<file path="src/verilog/bpp_pkg.sv">
/*
 * constants for the bidirectional port pin block: port count, address map,
 * reset values and the position of the open-drain pin.
 * assumes a byte-wide cpu special-function-register bus with 12-bit addresses.
 */
`default_nettype none

package bpp_pkg;
	// ****************************************
	// sizes
	// ****************************************
	localparam int NPORT = 7;
	localparam int PW = 8;
	localparam int AW = 12;
	typedef logic [PW-1:0] bpp_byte_t;

	// ****************************************
	// address map
	// ****************************************
	localparam logic [AW-1:0] ADDR_PORT_BASE = 12'h000; // data even, direction odd
	localparam logic [AW-1:0] ADDR_PORT_END = 12'h00d;
	localparam logic [AW-1:0] ADDR_PULL_BASE = 12'hff0; // pull-up controls
	localparam logic [AW-1:0] ADDR_PULL_END = 12'hff6;

	// ****************************************
	// reset values
	// ****************************************
	localparam bpp_byte_t DIR_RST = 8'h00;
	localparam bpp_byte_t LATCH_RST = 8'h00;
	localparam bpp_byte_t PULL_RST = 8'h00;
	localparam bpp_byte_t RDATA_RST = 8'h00;

	// ****************************************
	// open-drain pin position
	// ****************************************
	localparam int OD_PORT = 3;
	localparam int OD_BIT = 3;
	localparam bpp_byte_t OD_MASK = 8'h08;
	localparam bpp_byte_t NO_MASK = 8'h00;
endpackage

`default_nettype wire

</file>
<file path="src/verilog/bpp_top.sv">
/*
 * port pin block: data latches, direction and pull-up controls for seven
 * byte-wide ports, pin drivers with peripheral override, cpu read path.
 * assumes a synchronous cpu bus on clk and external pins resolved by the bench.
 */
`default_nettype none

module bpp_top
	import bpp_pkg::*;
(
	input wire logic clk,
	input wire logic nrst,
	input wire logic ce,
	input wire logic [bpp_pkg::AW-1:0] cpu_addr,
	input wire logic [7:0] cpu_wdata,
	input wire logic cpu_we,
	input wire logic cpu_re,
	output logic [7:0] cpu_rdata,
	output logic cpu_rvalid,
	input wire logic [bpp_pkg::NPORT-1:0][7:0] pin_i,
	output logic [bpp_pkg::NPORT-1:0][7:0] pin_o,
	output logic [bpp_pkg::NPORT-1:0][7:0] pin_oe,
	output logic [bpp_pkg::NPORT-1:0][7:0] pullup_en,
	input wire logic [bpp_pkg::NPORT-1:0][7:0] periph_sel,
	input wire logic [bpp_pkg::NPORT-1:0][7:0] periph_o,
	input wire logic [bpp_pkg::NPORT-1:0][7:0] periph_oe,
	output logic [bpp_pkg::NPORT-1:0][7:0] periph_i
);
	import bpp_pkg::*;

	logic [NPORT-1:0][7:0] latch_q;
	logic [NPORT-1:0][7:0] dir_q;
	logic [NPORT-1:0][7:0] pin_s;
	logic port_hit;
	logic pull_hit;
	logic is_dir;
	logic [2:0] port_idx;
	logic [2:0] pull_idx;
	logic [7:0] rdata_d;

	// ****************************************
	// address decode
	// ****************************************
	// even address is data, odd is direction
	assign port_hit = (cpu_addr >= ADDR_PORT_BASE) && (cpu_addr <= ADDR_PORT_END);
	assign port_idx = cpu_addr[3:1];
	assign is_dir = cpu_addr[0];
	// separate range for pull-ups
	assign pull_hit = (cpu_addr >= ADDR_PULL_BASE) && (cpu_addr <= ADDR_PULL_END);
	assign pull_idx = cpu_addr[2:0];

	// ****************************************
	// data latches: written whatever the direction
	// ****************************************
	always_ff @(posedge clk) begin
		if (!nrst) begin
			latch_q <= {NPORT{LATCH_RST}};
		end else if (ce && cpu_we && port_hit && !is_dir) begin
			latch_q[port_idx] <= cpu_wdata; // latch only, the driver flops pick it up on the next clock
		end
	end

	// ****************************************
	// direction registers
	// ****************************************
	always_ff @(posedge clk) begin
		if (!nrst) begin
			dir_q <= {NPORT{DIR_RST}}; // all inputs after reset
		end else if (ce && cpu_we && port_hit && is_dir) begin
			dir_q[port_idx] <= cpu_wdata; // one bit per pin
		end
	end

	// ****************************************
	// pull-up control registers
	// ****************************************
	always_ff @(posedge clk) begin
		if (!nrst) begin
			pullup_en <= {NPORT{PULL_RST}};
		end else if (ce && cpu_we && pull_hit) begin
			pullup_en[pull_idx] <= cpu_wdata;
		end
	end

	// ****************************************
	// read mux
	// ****************************************
	always_comb begin
		rdata_d = RDATA_RST; // unmapped reads give zero
		if (port_hit && is_dir) begin
			rdata_d = dir_q[port_idx];
		end else if (port_hit) begin
			// output pins show the latch, inputs the pin
			rdata_d = (latch_q[port_idx] & dir_q[port_idx]) |
				(pin_s[port_idx] & ~dir_q[port_idx]);
		end else if (pull_hit) begin
			rdata_d = pullup_en[pull_idx];
		end
	end

	always_ff @(posedge clk) begin
		if (!nrst) begin
			cpu_rdata <= RDATA_RST;
			cpu_rvalid <= 1'b0;
		end else if (ce) begin
			cpu_rvalid <= cpu_re;
			if (cpu_re) begin
				cpu_rdata <= rdata_d;
			end
		end
	end

	// ****************************************
	// per-port pin logic
	// ****************************************
	genvar g;
	generate
		for (g = 0; g < NPORT; g++) begin : g_port
			logic [7:0] src_o;
			logic [7:0] src_oe;
			logic [7:0] odm;

			bpp_sync u_sync (
				.clk(clk),
				.nrst(nrst),
				.ce(ce),
				.d(pin_i[g]),
				.q(pin_s[g])
			);

			assign odm = (g == OD_PORT) ? OD_MASK : NO_MASK;
			// peripheral takes over selected pins
			assign src_o = (periph_sel[g] & periph_o[g]) | (~periph_sel[g] & latch_q[g]);
			// dir 1 drives, dir 0 leaves the pin floating
			assign src_oe = (periph_sel[g] & periph_oe[g]) | (~periph_sel[g] & dir_q[g]);

			// driver flops; open-drain bit drives only a low
			always_ff @(posedge clk) begin
				if (!nrst) begin
					pin_o[g] <= 8'h00;
					pin_oe[g] <= 8'h00;
					periph_i[g] <= 8'h00;
				end else if (ce) begin
					pin_o[g] <= src_o & ~odm;
					pin_oe[g] <= (src_oe & ~odm) | (src_oe & ~src_o & odm);
					periph_i[g] <= pin_s[g];
				end
			end
		end
	endgenerate
endmodule

`default_nettype wire

</file>
<file path="src/verilog/bpp_sync.sv">
/*
 * two-flop synchroniser for one byte of pin levels.
 * assumes the inputs are asynchronous pins; the first stage feeds only the second.
 */
`default_nettype none

module bpp_sync (
	input wire logic clk,
	input wire logic nrst,
	input wire logic ce,
	input wire logic [7:0] d,
	output logic [7:0] q
);
	logic [7:0] meta_q;

	// ****************************************
	// two stages, frozen while ce is low
	// ****************************************
	always_ff @(posedge clk) begin
		if (!nrst) begin
			meta_q <= 8'h00;
			q <= 8'h00;
		end else if (ce) begin
			meta_q <= d;
			q <= meta_q;
		end
	end
endmodule

`default_nettype wire

</file>
<file path="config.mk">
export PLATFORM = sky130hd
export DESIGN_NAME = bpp_top
export DESIGN_NICKNAME = d
export VERILOG_FILES = /design/src/verilog/bpp_pkg.sv /design/src/verilog/bpp_top.sv /design/src/verilog/bpp_sync.sv
export SDC_FILE = /design/constraint.sdc
export NUM_CORES = 1
export LEC_CHECK = 0
export ABC_AREA = 0
export BUFFER_PORTS_ARGS = -buffer_cell sky130_fd_sc_hd__buf_2
export CAP_MARGIN = 20
export CORE_UTILIZATION = 35
export CTS_BUF_LIST = sky130_fd_sc_hd__clkbuf_8
export DETAILED_ROUTE_END_ITERATION = 10
export GPL_ROUTABILITY_DRIVEN = 0
export SYNTH_ARGS = -nofsm -noshare
export SYNTH_HDL_FRONTEND = slang
export SYNTH_SLANG_ARGS = --single-unit
</file>
<file path="constraint.sdc">
create_clock -name clk -period 6.7 [get_ports clk]
set_clock_uncertainty 0.2 [all_clocks]
set_input_delay 1.005 -clock clk [delete_from_list [all_inputs] [get_ports clk]]
set_output_delay 1.005 -clock clk [all_outputs]
set_load 0.03 [all_outputs]
</file>
==> metrics.md <==
| Metric | Value |
|---|---|
| Status | completed |
| Layout Nets | 2700 |
| Die Width | ~240 um |
| Hold-fix buffers, CTS | 0 |
| Critical path's slowest cell | nand2b_1 |
| Tcrit/Tclk final | just under 50% |
| Post-layout min period | 3328 ps |
| Max VDD drop | between 0.15 and 0.2 mV |
| Most frequent cells in the layout | buf_2 (477), dfxtp_1 (456), mux2i_1 (381) |
| Hold Violations, Final | 0 |
| DPL Wire Length | roughly 50000 um |
| Syn Nets | ~2300 |
| Core area | around 0.054 mm2 |
| Htree depth | 3 |
| Final setup viols | 0 |
| Routed len/inst | approximately 22 um |
| Vias per cell | between 5 and 6 |
| Main flop type after synthesis | dfxtp_1 |
| Critical path type | in -> reg |
| Die footprint | around 0.056 mm2 |
| DRT antenna net count | 0 |
| Element type at the critical path start | input pin |
| WP data required | about 7100 ps |
| Post-Synthesis Cell Area | between 0.015 and 0.02 mm2 |
| Arr. time, crit path | around 3700 ps |
| EDFF count, synth | 0 |
| CP max stage delay | between 900 and 1000 ps |
| Slew HR | 24.48% |
| Placed Cells | 3060 |
| Routed wire length | just under 70000 um |
| Largest net degree at the start of global routing | 191 |
| Worst skew pair latency | approximately 670 ps |
| Antenna violations before repair | 8 |
| YS warnings | 0 |
| DRT Pass-1 Iters | 5 |
| Max FO, Critical Path | 46 |
| GRT Overall Usage | 24.16% |
| Leak | 0.01087 uW |
| CP delay by family, top | simple AND/OR/NAND/NOR gates |
| Cells after synthesis | just over 2000 |
| Iter 0 DRT Violations | around 1400 |
| Area Overhead vs Synth | 23.52% |
| Row count | between 80 and 90 |
| Die H | approximately 240 um |
| Clock transition at path regs | 60 ps |
| MaxCap Viol Count | 0 |
| Syn avg cell area | around 9.4 um2 |
| Post-synthesis sequential area ratio | between 40% and 50% |
| Resized cells post-CTS | 0 |
| Residual DRC count | 0 |
| Slew of the pin with the lowest slew margin | 1133 ps |
| GRT overflow | 0 |
| Fin. max-slew vios | 0 |
| Global-route wire length before repair | a little over 100000 um |
| Vias in the first global route | about 16000 |
| RSZ-0062 raised after global routing | no |
| Cell count of the worst reg-to-reg path | 5 |
| Crit path capture type | register |
| Setup_tns | 0 ps |
| Vias | between 15000 and 20000 |
| TritonCTS clock tree | yes |
| Layout cell share with drive strength beyond 1 | ~27% |
| Yosys cell types | 57 |
| Clock Path Buffers | 3 |
| Share of flip-flops with an asynchronous set or reset | 0% |
| Clock Root Buffer | clkbuf_8 |
| CTS Buf Count | 83 |
| Fin cells | 3206 |
| Clock sinks | roughly 460 |
| Critical path depth | 7 |
| Initial core utilization | a little over a third |
| Most common cell after layout, fill and taps aside | buf_2 |
| Worst path bufs/invs | 1 |
| Hold Path Stages | 2 |
| Max Freq | ~300 MHz |
| Cell breakdown of the critical path | buf_4, nand2b_1, o221ai_1, nand2_1, mux2_2, o211ai_1, nand3_1 |
| Input/output buffers | 480 |
| Post-CTS setup buffer count | 0 |
| Type of the tightest min-delay check | reg -> reg |
| Synthesized flop and latch total | approximately 460 |
| I/O pin count | 482 |
| Power Dens Cells | 259.8 mW/mm2 |
[layer usage]
metal	routed length, um	track usage, %
met1	28530	29.76
met2	32630	39.64
met3	6151	7.724
met4	1766	8.140
met5	81	0
[final timing paths]
check / start / endpoint / slack, ps
setup / recovery: cpu_addr[1] / cpu_rdata[0] / 3370
hold / removal: cpu_rvalid / cpu_rvalid / 270
setup reg to reg: g_port[3].u_sync.q[4] / cpu_rdata[4] / 4620
hold reg to reg: cpu_rvalid / cpu_rvalid / 270
[where the power goes]
group          leakage (uW)  internal, uW  switching (uW)  total (uW)
Combinational       0.00623           224             406         630
Clock              0.000923          1470            1200        2670
Sequential          0.00371          2800            47.8        2840
[cells in the mapped netlist (14+ instances only)]
library cell,count,area share [%]
a211oi_1,114,4.5
a21oi_1,126,3.3
buf_1,17,0.33
buf_2,27,0.71
clkbuf_1,108,2.1
dfxtp_1,456,48
mux2i_1,381,20
mux4_2,21,2.5
nand2_1,212,4.2
nand3_1,14,0.37
nor2_1,346,6.8
o21ai_0,50,1.3
o21ai_1,19,0.50
[flip-flops by register name (all words and copies together), names as in the netlist]
register and flops:
g_port.u_sync.meta_q 56, pullup_en 56, periph_i 56, g_port.u_sync.q 56, dir_q 56, pin_o 55
cpu_rvalid 1, latch_q 56, cpu_rdata 8, pin_oe 56
[kinds of logic after synthesis]
| family | after synthesis | synth area share, % |
|---|---|---|
| DFF | 456 | 47.68 |
| other | 1 | 0.01959 |
| buffers and inverters | 167 | 3.529 |
| AOI/OAI and AO/OA | 371 | 12.29 |
| muxes | 413 | 23.04 |
| and+or+nand+nor | 618 | 13.44 |
[stage by stage]
step	instance area [um2]	setup WS [ps]	hold WS, ps	util (%)	total power (uW)
floorplan	19140	3719	240.7	-	3291
global placement	21920	2840	261.8	40.66	3514
detailed placement	21920	2755	256.7	40.66	3528
CTS	23590	3493	274.5	43.75	6224
global route	23650	3239	294.9	43.86	6397
finish	23650	3372	271.3	43.86	6144
[final cells by class]
cell class,instances,area (um2)
Antenna cell,2,5.005
Sequential cell,456,9129
Inverter,12,52.55
Timing Repair Buffer,495,2582
Tap cell,696,870.8
Clock inverter,38,234.0
Fill cell,5262,30270
Clock buffer,104,1431
Multi-Input combinational cell,1403,9343
[worst min-delay path: stages (launching register included)]
cell,delay [ps]
dfxtp_1,310
nand2b_1,60
a21oi_1,60
Note: power is estimated with default switching activity, not from simulation.
